<file path="config.mk">
export PLATFORM = sky130hd
export DESIGN_NAME = tsc_top
export DESIGN_NICKNAME = d
export VERILOG_FILES = /design/src/logic/tsc_pkg.sv /design/src/logic/tsc_nv_if.sv /design/src/logic/tsc_nv_store.sv /design/src/logic/tsc_top.sv
export SDC_FILE = /design/constraint.sdc
export NUM_CORES = 1
export LEC_CHECK = 0
export BUFFER_PORTS_ARGS = -buffer_cell sky130_fd_sc_hd__buf_2
export CORE_ASPECT_RATIO = 0.75
export CORE_UTILIZATION = 56
export DETAILED_ROUTE_END_ITERATION = 10
export MAX_ROUTING_LAYER = met4
export PLACE_DENSITY = 0.76
export SYNTH_ARGS = -nofsm -noshare
export SYNTH_HDL_FRONTEND = slang
export SYNTH_HIERARCHICAL = 1
export SYNTH_SLANG_ARGS = --single-unit
export TNS_END_PERCENT = 1
</file>
<file path="constraint.sdc">
create_clock -name mclk -period 4.9 [get_ports mclk]
set_clock_uncertainty 0.1 [all_clocks]
set_input_delay 0 -clock mclk [delete_from_list [all_inputs] [get_ports mclk]]
set_output_delay 0 -clock mclk [all_outputs]
set_load 0.02 [all_outputs]
</file>
<file path="src/logic/tsc_pkg.sv">
`default_nettype none
package tsc_pkg;
    // Clock rate and documented times
    localparam int unsigned CLK_HZ = 10_000_000;
    localparam int unsigned NV_WRITE_MS = 10;
    localparam int unsigned NV_WRITE_CYCLES = CLK_HZ / 1000 * NV_WRITE_MS;
    localparam int unsigned POWER_DOWN_S = 10;
    localparam longint unsigned POWER_DOWN_CYCLES =
        longint'(CLK_HZ) * POWER_DOWN_S;
    localparam logic [4:0] RECOVER_PULSES = 5'h10;

    // Function command codes
    localparam logic [7:0] OP_READ_TEMP = 8'hAA;
    localparam logic [7:0] OP_START_CONV = 8'hEE;
    localparam logic [7:0] OP_STOP_CONV = 8'h22;
    localparam logic [7:0] OP_WRITE_HIGH = 8'h01;
    localparam logic [7:0] OP_WRITE_LOW = 8'h02;
    localparam logic [7:0] OP_READ_HIGH = 8'hA1;
    localparam logic [7:0] OP_READ_LOW = 8'hA2;
    localparam logic [7:0] OP_WRITE_STATUS = 8'h0C;
    localparam logic [7:0] OP_READ_STATUS = 8'hAC;
    localparam logic [7:0] OP_READ_COUNT = 8'hA0;
    localparam logic [7:0] OP_COPY_SLOPE = 8'h41;

    // Status and options byte layout
    localparam int BIT_DONE = 7;
    localparam int BIT_ONE = 6;
    localparam int BIT_BUSY = 5;
    localparam int BIT_HIGH_FLAG = 4;
    localparam int BIT_LOW_FLAG = 3;
    localparam int BIT_MODE = 2;
    localparam int BIT_POL = 1;
    localparam int BIT_SINGLE = 0;
    localparam int NV_CFG_W = 5;

    // Factory contents of the nonvolatile store
    localparam logic [7:0] FACTORY_HIGH = 8'h7D;
    localparam logic [7:0] FACTORY_LOW = 8'hC9;
    localparam logic [4:0] FACTORY_CFG = 5'h00;

    typedef enum logic [0:0] {
        TSC_CV_IDLE = 1'b0,
        TSC_CV_BUSY = 1'b1
    } tsc_conv_t;
endpackage
`default_nettype wire

</file>
<file path="src/logic/tsc_nv_if.sv">
`timescale 1ns/10ps
`default_nettype none
interface tsc_nv_if;
    logic wrHigh;
    logic wrLow;
    logic wrCfg;
    logic [7:0] wrData;
    logic setHighFlag;
    logic setLowFlag;
    logic factoryLoad;
    logic [7:0] highTrip;
    logic [7:0] lowTrip;
    logic [4:0] cfg;
    logic busy;

    modport ctrl (
        output wrHigh, wrLow, wrCfg, wrData, setHighFlag, setLowFlag,
        output factoryLoad,
        input highTrip, lowTrip, cfg, busy
    );
    modport store (
        input wrHigh, wrLow, wrCfg, wrData, setHighFlag, setLowFlag,
        input factoryLoad,
        output highTrip, lowTrip, cfg, busy
    );
endinterface
`default_nettype wire

</file>
<file path="src/logic/tsc_nv_store.sv">
`timescale 1ns/10ps
`default_nettype none
// Nonvolatile trip points and option bits; contents survive rst
module tsc_nv_store #(
    parameter int unsigned WRITE_CYCLES = tsc_pkg::NV_WRITE_CYCLES
) (
    input wire logic mclk,
    input wire logic rst,
    tsc_nv_if.store nv
);
    import tsc_pkg::*;

    initial
    begin
        if (WRITE_CYCLES < 1)
            $error("WRITE_CYCLES must be at least 1");
    end

    logic [7:0] high_r, high_nxt;
    logic [7:0] low_r, low_nxt;
    logic [4:0] cfg_r, cfg_nxt;
    logic [31:0] busyCnt_r, busyCnt_nxt;

    always_comb
    begin
        high_nxt = high_r;
        low_nxt = low_r;
        cfg_nxt = cfg_r;
        busyCnt_nxt = busyCnt_r;
        if (busyCnt_r != 32'h0)
            busyCnt_nxt = busyCnt_r - 32'h1;
        if (nv.factoryLoad)
        begin
            high_nxt = FACTORY_HIGH;
            low_nxt = FACTORY_LOW;
            cfg_nxt = FACTORY_CFG;
        end
        else if (busyCnt_r == 32'h0 && (nv.wrHigh || nv.wrLow || nv.wrCfg))
        begin
            if (nv.wrHigh)
                high_nxt = nv.wrData;
            if (nv.wrLow)
                low_nxt = nv.wrData;
            if (nv.wrCfg)
                cfg_nxt = nv.wrData[NV_CFG_W-1:0];
            busyCnt_nxt = WRITE_CYCLES;
        end
        // A hardware trip event wins over a clearing write
        if (nv.setHighFlag)
            cfg_nxt[BIT_HIGH_FLAG] = 1'b1;
        if (nv.setLowFlag)
            cfg_nxt[BIT_LOW_FLAG] = 1'b1;
    end

    // Stored bits carry no reset: a power cycle must not erase them
    always_ff @(posedge mclk)
    begin
        high_r <= high_nxt;
        low_r <= low_nxt;
        cfg_r <= cfg_nxt;
    end

    always_ff @(posedge mclk or posedge rst)
    begin
        if (rst)
            busyCnt_r <= 32'h0;
        else
            busyCnt_r <= busyCnt_nxt;
    end

    assign nv.highTrip = high_r;
    assign nv.lowTrip = low_r;
    assign nv.cfg = cfg_r;
    assign nv.busy = (busyCnt_r != 32'h0);
endmodule
`default_nettype wire

</file>
<file path="src/logic/tsc_top.sv">
`timescale 1ns/10ps
`default_nettype none
module tsc_top #(
    parameter int unsigned NV_WRITE_CYCLES = tsc_pkg::NV_WRITE_CYCLES,
    parameter longint unsigned POWER_DOWN_CYCLES = tsc_pkg::POWER_DOWN_CYCLES
) (
    input wire logic mclk,
    input wire logic rst,
    input wire logic nvFactoryLoad,
    input wire logic supplyLowPin,
    input wire logic dqPinIn,
    output logic dqPinOut,
    output logic dqPinOe,
    input wire logic cmdValid,
    input wire logic [7:0] cmdCode,
    input wire logic [7:0] cmdWrData,
    output logic rspValid,
    output logic [8:0] rspData,
    output logic convStart,
    input wire logic convDone,
    input wire logic [7:0] convTemp,
    input wire logic [8:0] convRemain,
    input wire logic [8:0] convSlope,
    output logic busMode,
    output logic poweredDown,
    output logic thermActive
);
    import tsc_pkg::*;

    initial
    begin
        if (POWER_DOWN_CYCLES < 1)
            $error("POWER_DOWN_CYCLES must be at least 1");
    end

    tsc_nv_if nv ();

    tsc_nv_store #(
        .WRITE_CYCLES(NV_WRITE_CYCLES)
    ) u_store (
        .mclk(mclk),
        .rst(rst),
        .nv(nv)
    );

    // Pin synchronisers
    logic supplyMeta_r, supplyLow_r;
    logic dqMeta_r, dq_r, dqPrev_r;

    always_ff @(posedge mclk or posedge rst)
    begin
        if (rst)
        begin
            supplyMeta_r <= 1'b0;
            supplyLow_r <= 1'b0;
            dqMeta_r <= 1'b1;
            dq_r <= 1'b1;
            dqPrev_r <= 1'b1;
        end
        else
        begin
            supplyMeta_r <= supplyLowPin;
            supplyLow_r <= supplyMeta_r;
            dqMeta_r <= dqPinIn;
            dq_r <= dqMeta_r;
            dqPrev_r <= dq_r;
        end
    end

    logic dqFall;
    assign dqFall = dqPrev_r & ~dq_r;

    // Mode, recovery and power-down state
    logic tempBus_r, tempBus_nxt;
    logic armed_r, armed_nxt;
    logic [4:0] pulseCnt_r, pulseCnt_nxt;
    logic [63:0] pdCnt_r, pdCnt_nxt;
    logic pd_r, pd_nxt;
    logic powerRestart;
    logic thermoMode;

    assign thermoMode = nv.cfg[BIT_MODE] & ~tempBus_r;
    assign busMode = ~thermoMode;
    assign poweredDown = pd_r;
    assign powerRestart = pd_r & ~supplyLow_r;

    always_comb
    begin
        tempBus_nxt = tempBus_r;
        armed_nxt = armed_r;
        pulseCnt_nxt = pulseCnt_r;
        pdCnt_nxt = 64'h0;
        pd_nxt = pd_r;
        if (!supplyLow_r)
        begin
            armed_nxt = 1'b0;
            pulseCnt_nxt = 5'h0;
        end
        else if (!armed_r)
        begin
            armed_nxt = dq_r;
            pulseCnt_nxt = 5'h0;
        end
        else if (dqFall && !pd_r)
        begin
            if (pulseCnt_r == RECOVER_PULSES - 5'h1)
            begin
                // Toggle only the live mode; the stored bit stays
                tempBus_nxt = ~tempBus_r;
                pulseCnt_nxt = 5'h0;
            end
            else
                pulseCnt_nxt = pulseCnt_r + 5'h1;
        end
        if (supplyLow_r && !dq_r && !pd_r)
        begin
            pdCnt_nxt = pdCnt_r + 64'h1;
            if (pdCnt_nxt >= POWER_DOWN_CYCLES)
                pd_nxt = 1'b1;
        end
        if (powerRestart)
        begin
            // Supply back after power down acts as a power cycle
            pd_nxt = 1'b0;
            tempBus_nxt = 1'b0;
        end
    end

    always_ff @(posedge mclk or posedge rst)
    begin
        if (rst)
        begin
            tempBus_r <= 1'b0;
            armed_r <= 1'b0;
            pulseCnt_r <= 5'h0;
            pdCnt_r <= 64'h0;
            pd_r <= 1'b0;
        end
        else
        begin
            tempBus_r <= tempBus_nxt;
            armed_r <= armed_nxt;
            pulseCnt_r <= pulseCnt_nxt;
            pdCnt_r <= pdCnt_nxt;
            pd_r <= pd_nxt;
        end
    end

    // Conversion control, readings and thermostat
    tsc_conv_t conv_r, conv_nxt;
    logic contRun_r, contRun_nxt;
    logic oneShot_r, oneShot_nxt;
    logic done_r, done_nxt;
    logic start_r, start_nxt;
    logic [7:0] temp_r, temp_nxt;
    logic [8:0] count_r, count_nxt;
    logic [8:0] slope_r, slope_nxt;
    logic active_r, active_nxt;
    logic oe_r, oe_nxt;
    logic rspValid_r, rspValid_nxt;
    logic [8:0] rspData_r, rspData_nxt;
    logic single, cmdTake, run, aboveHigh, belowLow, capture;
    logic [7:0] statusByte;

    assign single = nv.cfg[BIT_SINGLE] & busMode;
    assign cmdTake = cmdValid & busMode & ~pd_r;
    assign run = ~pd_r & (thermoMode | contRun_r | oneShot_r);
    assign capture = (conv_r == TSC_CV_BUSY) & convDone;
    assign aboveHigh = $signed(convTemp) > $signed(nv.highTrip);
    assign belowLow = $signed(convTemp) < $signed(nv.lowTrip);

    always_comb
    begin
        statusByte = '0;
        statusByte[BIT_DONE] = done_r & single;
        statusByte[BIT_ONE] = 1'b1;
        statusByte[BIT_BUSY] = nv.busy;
        statusByte[BIT_HIGH_FLAG:BIT_SINGLE] = nv.cfg;
    end

    always_comb
    begin
        conv_nxt = conv_r;
        contRun_nxt = contRun_r;
        oneShot_nxt = oneShot_r;
        done_nxt = done_r;
        start_nxt = 1'b0;
        temp_nxt = temp_r;
        count_nxt = count_r;
        slope_nxt = slope_r;
        active_nxt = active_r;
        rspValid_nxt = 1'b0;
        rspData_nxt = rspData_r;
        nv.wrHigh = 1'b0;
        nv.wrLow = 1'b0;
        nv.wrCfg = 1'b0;
        nv.wrData = cmdWrData;
        nv.setHighFlag = 1'b0;
        nv.setLowFlag = 1'b0;
        nv.factoryLoad = nvFactoryLoad;
        unique case (conv_r)
            TSC_CV_IDLE:
            begin
                if (run)
                begin
                    start_nxt = 1'b1;
                    conv_nxt = TSC_CV_BUSY;
                end
            end
            TSC_CV_BUSY:
            begin
                if (convDone)
                begin
                    conv_nxt = TSC_CV_IDLE;
                    temp_nxt = convTemp;
                    count_nxt = convRemain;
                    slope_nxt = convSlope;
                    if (oneShot_r)
                    begin
                        oneShot_nxt = 1'b0;
                        done_nxt = 1'b1;
                    end
                end
            end
        endcase
        if (capture)
        begin
            nv.setHighFlag = aboveHigh;
            nv.setLowFlag = belowLow;
            if (aboveHigh)
                active_nxt = 1'b1;
            else if (belowLow)
                active_nxt = 1'b0;
        end
        if (cmdTake)
        begin
            unique case (cmdCode)
                OP_START_CONV:
                begin
                    if (single)
                    begin
                        oneShot_nxt = 1'b1;
                        done_nxt = 1'b0;
                    end
                    else
                        contRun_nxt = 1'b1;
                end
                OP_STOP_CONV:
                begin
                    if (!single)
                        contRun_nxt = 1'b0;
                end
                OP_COPY_SLOPE:
                    count_nxt = slope_r;
                OP_WRITE_HIGH:
                    nv.wrHigh = 1'b1;
                OP_WRITE_LOW:
                    nv.wrLow = 1'b1;
                OP_WRITE_STATUS:
                    nv.wrCfg = 1'b1;
                OP_READ_TEMP:
                begin
                    rspValid_nxt = 1'b1;
                    rspData_nxt = {1'b0, temp_r};
                end
                OP_READ_HIGH:
                begin
                    rspValid_nxt = 1'b1;
                    rspData_nxt = {1'b0, nv.highTrip};
                end
                OP_READ_LOW:
                begin
                    rspValid_nxt = 1'b1;
                    rspData_nxt = {1'b0, nv.lowTrip};
                end
                OP_READ_STATUS:
                begin
                    rspValid_nxt = 1'b1;
                    rspData_nxt = {1'b0, statusByte};
                end
                OP_READ_COUNT:
                begin
                    rspValid_nxt = 1'b1;
                    rspData_nxt = count_r;
                end
                default:
                    rspValid_nxt = 1'b0;
            endcase
        end
        if (!busMode || powerRestart)
        begin
            contRun_nxt = 1'b0;
            oneShot_nxt = 1'b0;
            done_nxt = 1'b0;
        end
        // Pull the pin low whenever the output level should be 0
        oe_nxt = thermoMode & ~pd_r
            & (nv.cfg[BIT_POL] ? ~active_nxt : active_nxt);
    end

    always_ff @(posedge mclk or posedge rst)
    begin
        if (rst)
        begin
            conv_r <= TSC_CV_IDLE;
            contRun_r <= 1'b0;
            oneShot_r <= 1'b0;
            done_r <= 1'b0;
            start_r <= 1'b0;
            temp_r <= 8'h00;
            count_r <= 9'h000;
            slope_r <= 9'h000;
            active_r <= 1'b0;
            oe_r <= 1'b0;
            rspValid_r <= 1'b0;
            rspData_r <= 9'h000;
        end
        else
        begin
            conv_r <= conv_nxt;
            contRun_r <= contRun_nxt;
            oneShot_r <= oneShot_nxt;
            done_r <= done_nxt;
            start_r <= start_nxt;
            temp_r <= temp_nxt;
            count_r <= count_nxt;
            slope_r <= slope_nxt;
            active_r <= active_nxt;
            oe_r <= oe_nxt;
            rspValid_r <= rspValid_nxt;
            rspData_r <= rspData_nxt;
        end
    end

    assign convStart = start_r;
    assign dqPinOut = 1'b0;
    assign dqPinOe = oe_r;
    assign thermActive = active_r;
    assign rspValid = rspValid_r;
    assign rspData = rspData_r;
endmodule
`default_nettype wire

</file>
==> results of run 1 <==
==> state kept, by name, summed over array words and instances (netlist names), 5 cells and up <==
name and flops:
count_r 9, pdCnt_r 64, pulseCnt_r 5, rspData 9, slope_r 9, temp_r 8
u_store/busyCnt_r 32, u_store/nv.cfg 5, u_store/nv.highTrip 8, u_store/nv.lowTrip 8
==> cell usage after synthesis, drive strengths merged (4+ instances only) <==
cell type / instances
nand2: 75
inv: 39
clkbuf: 38
nand4: 37
nor2: 120
ha: 19
mux2: 18
dfxtp: 21
o21ai: 49
xor2: 42
a31o: 4
a221o: 7
or2: 4
a31oi: 4
nor3b: 4
and4: 9
nand2b: 7
nor4: 27
or4: 18
a22o: 7
buf: 10
nor3: 33
xnor2: 40
a21oi: 57
a211oi: 9
a21o: 7
o31ai: 9
dfrtp: 149
or3: 20
mux2i: 15
and3: 17
nand3: 50
==> what timing repair did <==
| action | CTS | global route |
|---|---|---|
| resized for setup | 0 | 0 |
| hold endpoints to repair | 157 | 0 |
| buffers inserted | 0 | 0 |
| hold buffers | 49 | 0 |
==> layout by cell type, fill, tap and decap left out, types with 15 or more instances in the layout <==
cell type      synthesis  routed
nand2_1               75      74
o21ai_0               46      46
xnor2_1               40      40
dlygate4sd3_1          0      49
nand4_1               36      36
clkbuf_16              0      19
nor3_1                31      31
nand3_1               48      48
mux2i_1               15      15
buf_2                  2      63
nor2_1               118     118
ha_1                  19      19
inv_1                 39      38
and3_1                17      17
dfxtp_1               21      21
nor4_1                25      24
xor2_1                42      42
mux2_2                17      17
a21oi_1               57      57
dfrtp_1              149     149
or3_1                 19      19
==> logic make-up after synthesis <==
group | Yosys count | share of synthesized area
and+or+nand+nor | 435 | 0.247
adders and majority gates | 19 | 0.0253
AOI/OAI and AO/OA | 178 | 0.123
DFF | 173 | 0.451
other | 1 | 0.000400
xor gates and xnor gates | 82 | 0.0765
muxes | 33 | 0.0380
buffers and inverters | 87 | 0.0399
==> worst min-delay path by stage <==
stage                   from               endpoint  slack [ns]  depth (start not counted)
floorplan            dqPinIn     dqMeta_r$_DFF_PP1_        -0.1                          0
global placement     dqPinIn     dqMeta_r$_DFF_PP1_       0.006                          1
detailed placement   dqPinIn     dqMeta_r$_DFF_PP1_       0.006                          1
CTS                 cmdValid  contRun_r$_DFFE_PP0P_        0.02                          5
global route        cmdValid  contRun_r$_DFFE_PP0P_        0.11                          5
finish              cmdValid  contRun_r$_DFFE_PP0P_        0.05                          5
==> metal layers <==
metal,routed length (µm),vias up,GRT usage
met5,0,-,-
met4,244,0,0.0713
met3,1770,23,0.0554
met2,9790,330,0.401
met1,11200,3783,0.428
li1,-,3811,-
==> power by group through the flow <==
| stage | Sequential (µW) | Clock (µW) | Combinational (µW) |
|---|---|---|---|
| detailed placement | 1660 | 0 | 285 |
| CTS | 1640 | 1320 | 316 |
| finish | 1640 | 1300 | 316 |
| global route | 1650 | 1370 | 350 |
| global placement | 1660 | 0 | 278 |
| floorplan | 1650 | 0 | 188 |
==> area by class of cell <==
class / instances / area [µm²]
fill: 1235 / 5350
multi-input combinational: 748 / 4790
sequential: 173 / 4230
timing repair buffer: 120 / 866
clock buffer: 24 / 514
tap: 210 / 263
inverter: 39 / 149
clock inverter: 8 / 57.6
==> worst max-delay path: stages (launching register included) <==
cell and delay, ns:
dfrtp_1 0.37, nand2b_1 0.32, nand3_1 0.17, or3_1 0.39
or3_1 0.36, nor2_1 0.65, nand4_1 0.53, nand2_1 0.20
a21oi_1 0.10, dlygate4sd3_1 0.57
==> through the flow <==
stage          setup WS, ns  instances   util  area, µm²
2_1_floorplan          1.62       1008      -       9380
3_5_place_dp           1.42       1241  0.605       9810
3_3_place_gp           1.50       1241  0.605       9810
6_report               1.02       1322  0.670      10900
4_1_cts                1.17       1322  0.670      10900
5_1_grt               0.835       1322  0.670      10900
==> results.md, run 1 <==
* R2R Path Start: tempBus_r$_DFFE_PP0P_
* Largest net degree at the start of global routing at 75
* Initial Util at 0.579
* Die area at 17300 µm²
* Int Power at 2450 µW
* Comb power frac at 0.097
* Die Wd at 151 µm
* Yosys Warn Count at 6
* Inserted Clock Buffers at 17
* Max Clk Rate at 258 MHz
* Die height at 114 µm
* Final worst path period need at 3.88 ns
* Worst Tran Pin Value at 1.03 ns
* Fin. Hold Viols at 0
* Crit path launch: tempBus_r$_DFFE_PP0P_
* Share of cells above drive strength 1 at 0.139
* Clock network fraction of total power at 0.399
* Post-Syn Instances at 1008
* Crit path capture: u_store/nv.lowTrip[5]$_SDFFE_PP0P_
* CTS tree: done
* Yosys top cell by area: dfrtp_1
* Initial antenna violation count at 0
* Post-Syn Area per Cell at 9.31 µm²
* Core ar. at 16200 µm²
* Pleak at 0.00471 µW
* Fin. max-slew vios at 0
* Antenna diodes at 0
* Worst hold path class: in2reg
* Outcome: completed
* DRT Pass-1 Iters at 5
* DR WL/cell at 17.4 µm
* Worst VDD drop at 160 µV
* Crit path launch type: flip-flop
* Syn-to-layout area delta at 15.8%
* Routed vias/inst at 6.01
* Post-Syn Nets at 1076
* TritonCTS Sinks at 173
* Gp weighted congestion at 0.952
* Vias in the first global route at 7340
* Clock Latency Late Sink at 0.43 ns
* Total Power at 3250 µW
* Clock transition at path regs at 0.06 ns
* Initial drt markers at 625
* Synth cell types at 75
* Max Buffers Root-to-Sink at 2
* IO Count at 65
* Critical path fanouts, max at 10
* Vias at 7947
* RR Endpoint: u_store/nv.lowTrip[5]$_SDFFE_PP0P_
* Area contributors post-synth: dfrtp_1 (40%), nor2_1 (4.7%), dfxtp_1 (4.5%)
* Global Route Usage Sum at 0.288
* IO Port Bufs at 63
* Ys async rst share at 0.879
* Estimated wirelength of the detail-placed design at 15600 µm
* Rows at 40
* H-Tree Depth at 4
* Routed WL at 23000 µm
* Setup_tns at 0 ns
* Crit. End Element: flip-flop
* Post-Syn Area at 9380 µm²
* Slew margin rel. at 0.308
* Tcrit/Tclk final at 0.792
* Final net count at 1167
* Power Density at 299 nW/µm²
* Clock root buffer: clkbuf_16
* Post-route ant nets at 0
* Reg2reg path depth at 9
* Critical Path RT at 5.11 ns
* RSZ-0062 raised after global routing: false
* Post-synth EDFFs at 0
* Final Setup Violations at 0
* Critical path arrival at 4.09 ns
* Ys flop type: dfrtp_1
* Sequential fraction of the synthesis area at 0.451
* GRT overflow at 0
* Kind of critical path: reg2reg
* Yosys top cell area share at 0.397
* Max-Cap Viols at 0
* DRC violation count after routing at 0
* Synth Register Bits at 173
* P_sw at 802 µW
* Sw frac at 0.247
* Global-route wire length before repair at 37500 µm
* Power share of the sequential group at 0.503
* Final hold slack at 0.0478 ns
* FF-to-FF setup slack at 1.02 ns
Power figures use the tool's default switching activity.
==> inputs of run 2 (changes only) <==
- clock period: 4.9 -> 3.73 ns (I/O delays scaled with it)
==> run 2 against run 1 <==
Compared with the run above:
- die area unchanged
- final area increased by 1.0%
- clock power increased by 33%
- wire length increased by 4.5%
- register-to-register slack got worse by 0.80 ns
- setup slack got worse by 0.80 ns
- critical path depth unchanged
- global-route usage increased by 1.4 points
- sequential power increased by 32%
- first-iteration DRC count increased by 32%
==> results.md, run 2 (synthesis gave the netlist of run 1 again) <==
* Int Power at 3210 µW
* Vias in the first global route at 7666
* Clock network fraction of total power at 0.400
* Vias at 8135
* Worst Tran Pin Value at 1.00 ns
* TritonCTS Sinks at 173
* Worst stage delay on the critical path at 0.65 ns
* Final net count at 1180
* Routed WL at 24100 µm
* Initial drt markers at 824
* Clock transition at path regs at 0.07 ns
* Critical path arrival at 3.72 ns
* RSZ-0062 raised after global routing: false
* Final Setup Violations at 0
* Finished Layout Cells at 1336
* Comb power frac at 0.101
* Final worst path period need at 3.51 ns
* Gp weighted congestion at 0.960
* Largest net degree at the start of global routing at 55
* CP delay by family, top: simple AND/OR/NAND/NOR gates
* Leading cell types in the layout, fill and taps excluded: dfrtp_1 (149), nor2_1 (118), nand2_1 (74)
* Max-Cap Viols at 0
* Tcrit/Tclk final at 0.942
* Layout Utilization at 0.677
* R2R Path Start: pdCnt_r[0]$_DFF_PP0_
* Critical Path RT at 3.94 ns
* CP max-delay cell: or4_1
* Max Buffers Root-to-Sink at 2
* Setup_tns at 0 ns
* Slew margin rel. at 0.325
* Top Registers: pdCnt_r: 64 flops, u_store/busyCnt_r: 32 flops
* DP Cell Count at 1251
* Share of cells above drive strength 1 at 0.149
* IO Count at 65
* P_sw at 1110 µW
* Clock Latency Late Sink at 0.43 ns
* Worst VDD drop at 264 µV
* Syn-to-layout area delta at 17.0%
* CP Cell Sequence: ha_1 > nand4_1 > or4_1 > nor4_1 > nand2_1 > or4b_1 > a32oi_1 > nand4_1 > o31a_1
* Routed vias/inst at 6.09
* CTS tree: done
* Pleak at 0.00478 µW
* H-Tree Depth at 4
* GRT overflow at 0
* Max reg flops at 64
* Die height at 114 µm
* Clock root buffer: clkbuf_16
* Core ar. at 16200 µm²
* Max Clk Rate at 285 MHz
* Outcome: completed
* Post-route ant nets at 0
* Power share of the sequential group at 0.499
* Worst hold path class: in2reg
* Initial antenna violation count at 1
* Power Density at 394 nW/µm²
* DRT Pass-1 Iters at 5
* DRC violation count after routing at 0
* Die area at 17300 µm²
* IO Port Bufs at 63
* Inserted Clock Buffers at 17
* Global Route Usage Sum at 0.302
* Kind of critical path: reg2reg
* Crit path launch: pdCnt_r[0]$_DFF_PP0_
* Fin. max-slew vios at 0
* Fin. Hold Viols at 0
* Crit path launch type: flip-flop
* Initial Util at 0.579
* Die Wd at 151 µm
* DR WL/cell at 18.0 µm
* Worst Path Buf+Inv at 0
* Critical path fanouts, max at 10
* Rows at 40
* HP Start: cmdValid
* Sw frac at 0.257
* Worst path most repeated cell: nand4_1
* Top reg by flops: pdCnt_r
* Global-route wire length before repair at 39200 µm
* Estimated wirelength of the detail-placed design at 16100 µm
* Crit. End Element: flip-flop
* Commonest non-fill, non-tap cell in the layout: dfrtp_1
[run 2: final timing paths]
check / to / slack, ns / cells past startpoint
max in group asynchronous: dqPrev_r$_DFF_PP1_ / 2.39 / 4
min: oneShot_r$_DFF_PP0_ / 0.02 / 5
max: poweredDown$_DFFE_PP0P_ / 0.22 / 9
min in group asynchronous: u_store/busyCnt_r[20]$_DFF_PP0_ / 0.13 / 4
min reg2reg: supplyLow_r$_DFF_PP0_ / 0.25 / 0
max reg2reg: poweredDown$_DFFE_PP0P_ / 0.22 / 9
[run 2: through the flow]
stage	total power [µW]	hold slack (ns)	area, µm²	setup slack (ns)
after floorplan	2410	-0.0955	9380	0.449
after global placement	2540	0.00553	9880	0.323
after detailed placement	2560	0.00773	9880	0.230
after CTS	4330	0.00510	11000	0.151
after global routing	4490	0.0381	11000	0.0488
final	4320	0.0235	11000	0.216
[run 2: what timing repair did]
action                                  in CTS  in global routing
endpoints found under the setup margin       0                  1
setup buffers                                0                  0
resized for setup                            0                  1
endpoints found under the hold margin      139                  0
hold buffers                                52                  0
[run 2: worst register-to-register path, cell delays in order (launching register included)]
cell and delay (ns):
dfrtp_1 0.39, ha_1 0.26, nand4_1 0.18, or4_1 0.65
nor4_1 0.52, nand2_1 0.18, or4b_1 0.49, a32oi_1 0.20
nand4_1 0.12, o31a_1 0.30
[run 2: final cells by class]
| cell class | count | area [µm²] |
|---|---|---|
| Clock buffer | 18 | 439 |
| Sequential cell | 173 | 4230 |
| Fill cell | 1264 | 5240 |
| Multi-Input combinational cell | 748 | 4790 |
| Clock inverter | 14 | 134 |
| Inverter | 39 | 149 |
| Timing Repair Buffer | 133 | 971 |
| Tap cell | 210 | 263 |
| Antenna cell | 1 | 2.50 |
[run 2: per-layer routing]
layer	GRT usage	vias up	part of all wire
met5	-	-	0
met4	0.0913	0	0.015
met3	0.0582	31	0.082
met2	0.430	374	0.43
met1	0.436	3900	0.47
li1	-	3830	-
[run 2: power groups by stage]
stage          clock, µW  sequential (µW)  combinational [µW]
2_1_floorplan          0             2160                 247
3_3_place_gp           0             2180                 365
3_5_place_dp           0             2180                 381
4_1_cts             1760             2150                 427
5_1_grt             1830             2170                 487
6_report            1730             2160                 435
==> inputs of run 3 (changes only) <==
- CELL_PAD_IN_SITES_DETAIL_PLACEMENT: default -> 1
- CELL_PAD_IN_SITES_GLOBAL_PLACEMENT: default -> 2
- CORE_UTILIZATION: 56 -> 39
- HOLD_SLACK_MARGIN: default -> 0.15
- PLACE_DENSITY: 0.76 -> 0.82
==> run 3 against run 2 <==
Compared with the run above:
- sequential share of layout area fell by 0.96 points
- hold slack improved by 0.17 ns
- largest cell class unchanged
- fmax fell by 1.2%
- highest routed layer unchanged
==> results.md, run 3 (synthesis gave the netlist of run 1 again) <==
* GRT overflow at 0
* Hold Path Cell Cnt at 6
* Worst VDD drop at 316 µV
* Initial antenna violation count at 0
* Syn-to-layout area delta at 20.0%
* Routed WL at 27700 µm
* RSZ-0062 raised after global routing: false
* Critical path fanouts, max at 8
* Fin. max-slew vios at 0
* Final worst path period need at 3.56 ns
* Max Clk Rate at 281 MHz
* Die height at 136 µm
* Post-CTS Setup Bufs at 0
* WL met1 at 14500 µm
* Top sig layer: met4
* Multi-input logic area at 4800 µm²
* DRC violation count after routing at 0
* Outcome: completed
* Reg2reg path depth at 9
* Kind of critical path: reg2reg
* Initial drt markers at 582
* Antenna diodes at 0
* Leading cell types in the layout, fill and taps excluded: dfrtp_1 (149), nor2_1 (118), nand2_1 (74)
* Post-route ant nets at 0
* Layout Utilization at 0.483
* Largest net degree at the start of global routing at 49
* Max-Cap Viols at 0
* Estimated wirelength of the detail-placed design at 19700 µm
* R2R Path Start: poweredDown$_DFFE_PP0P_
* Gp weighted congestion at 0.887
* CTS tree: done
* Slew margin rel. at 0.314
* Fin. Hold Viols at 0
* Clock Latency Late Sink at 0.43 ns
* Crit path launch type: flip-flop
* FF-to-FF setup slack at 0.17 ns
* Max reg flops at 64
* IO Count at 65
* Register area at 4230 µm²
* Rows at 48
* Core ar. at 23300 µm²
* TritonCTS Sinks at 173
* Global Route Usage Sum at 0.243
* Worst Tran Pin Value at 1.03 ns
* Die Wd at 181 µm
* Clock transition at path regs at 0.07 ns
* DR WL/cell at 19.2 µm
* HP Start: cmdCode[7]
* Worst hold path class: in2reg
* Power Density at 391 nW/µm²
* Die area at 24700 µm²
* Area after DPL at 10000 µm²
* Top reg by flops: pdCnt_r
* Global-route wire length before repair at 45500 µm
* Filler instances at 2688
* DRT Pass-1 Iters at 5
* Initial Util at 0.403
* Routed vias/inst at 5.63
* Post-route setup slack at 0.172 ns
* Crit. End Element: flip-flop
* H-Tree Depth at 4
* Commonest non-fill, non-tap cell in the layout: dfrtp_1
* Pleak at 0.00486 µW
* Met2 routed WL at 11600 µm
* Critical path arrival at 3.78 ns
* Share of cells above drive strength 1 at 0.151
* Top Registers: pdCnt_r: 64 flops, u_store/busyCnt_r: 32 flops
* IO Port Bufs at 63
* Vias in the first global route at 8204
* RR Endpoint: u_store/nv.lowTrip[5]$_SDFFE_PP0P_
* Hold EP: count_r[2]$_DFF_PP0_
* Final Instance Area at 11300 µm²
* Setup Slack @ Placement at 0.180 ns
* Vias at 8120
* Final net count at 1197
* Clock root buffer: clkbuf_16
* Setup_tns at 0 ns
* Max Buffers Root-to-Sink at 2
* DR WL met3 at 1270 µm
* Final Setup Violations at 0
* Tcrit/Tclk final at 0.954
* Critical Path RT at 3.95 ns
* Inserted Clock Buffers at 17
## run 3: cell count changes in the layout (fill, tap and decap cells not counted), sizes merged
| cell | delta |
|---|---|
| diode | -1 |
| clkinv | -4 |
| clkbuf | +4 |
| dlygate4sd3 | +13 |
| clkinvlp | +1 |
| bufinv | -1 |
| buf | +4 |
## run 3: layout make-up
type | count | share of cell area
Tap cell | 300 | 0.0333
Multi-Input combinational cell | 748 | 0.426
Timing Repair Buffer | 150 | 0.100
Clock buffer | 22 | 0.0450
Clock inverter | 10 | 0.00644
Sequential cell | 173 | 0.375
Inverter | 39 | 0.0132
## run 3: how the worst max path moves through the flow
| stage | cells past startpoint | to | start |
|---|---|---|---|
| 2_1_floorplan | 1 | armed_r$_DFF_PP0_ | rst |
| 3_3_place_gp | 9 | poweredDown$_DFFE_PP0P_ | pdCnt_r[0]$_DFF_PP0_ |
| 3_5_place_dp | 9 | poweredDown$_DFFE_PP0P_ | pdCnt_r[0]$_DFF_PP0_ |
| 4_1_cts | 9 | poweredDown$_DFFE_PP0P_ | pdCnt_r[0]$_DFF_PP0_ |
| 5_1_grt | 9 | u_store/nv.lowTrip[5]$_SDFFE_PP0P_ | tempBus_r$_DFFE_PP0P_ |
| 6_report | 9 | u_store/nv.lowTrip[5]$_SDFFE_PP0P_ | poweredDown$_DFFE_PP0P_ |
## run 3: critical path: stages (launching register included)
cell and delay [ns]:
dfrtp_1 0.53, inv_1 0.19, nand3_1 0.13, or3_1 0.39, or3_1 0.37, nor2_1 0.43
nand4_1 0.46, nand2_1 0.19, a21oi_1 0.09, dlygate4sd3_1 0.57
## run 3: repair_timing
| action | 4_1_cts | 5_1_grt |
|---|---|---|
| resized for setup | 0 | 2 |
| hold buffers | 65 | 0 |
| endpoints found under the hold margin | 131 | 0 |
| endpoints found under the setup margin | 0 | 1 |
## run 3: metal layers
layer | global-route usage | vias to the layer above
met5 | - | -
met4 | 0.0654 | 0
met3 | 0.0453 | 28
met2 | 0.344 | 166
met1 | 0.351 | 4054
li1 | - | 3872
## run 3: power breakdown
part           switching [µW]  total (µW)  internal [µW]
Clock                     788        1760            976
Sequential                114        2160           2040
Combinational             229         490            261
Total                    1130        4410           3280
## run 3: through the flow
stage / hold WS, ns / std cells / total power, µW
floorplan: -0.0955 / 1008 / 2410
global placement: 0.00920 / 1345 / 2550
detailed placement: 0.00687 / 1345 / 2580
CTS: 0.166 / 1442 / 4450
global route: 0.226 / 1442 / 4600
finish: 0.193 / 1442 / 4410
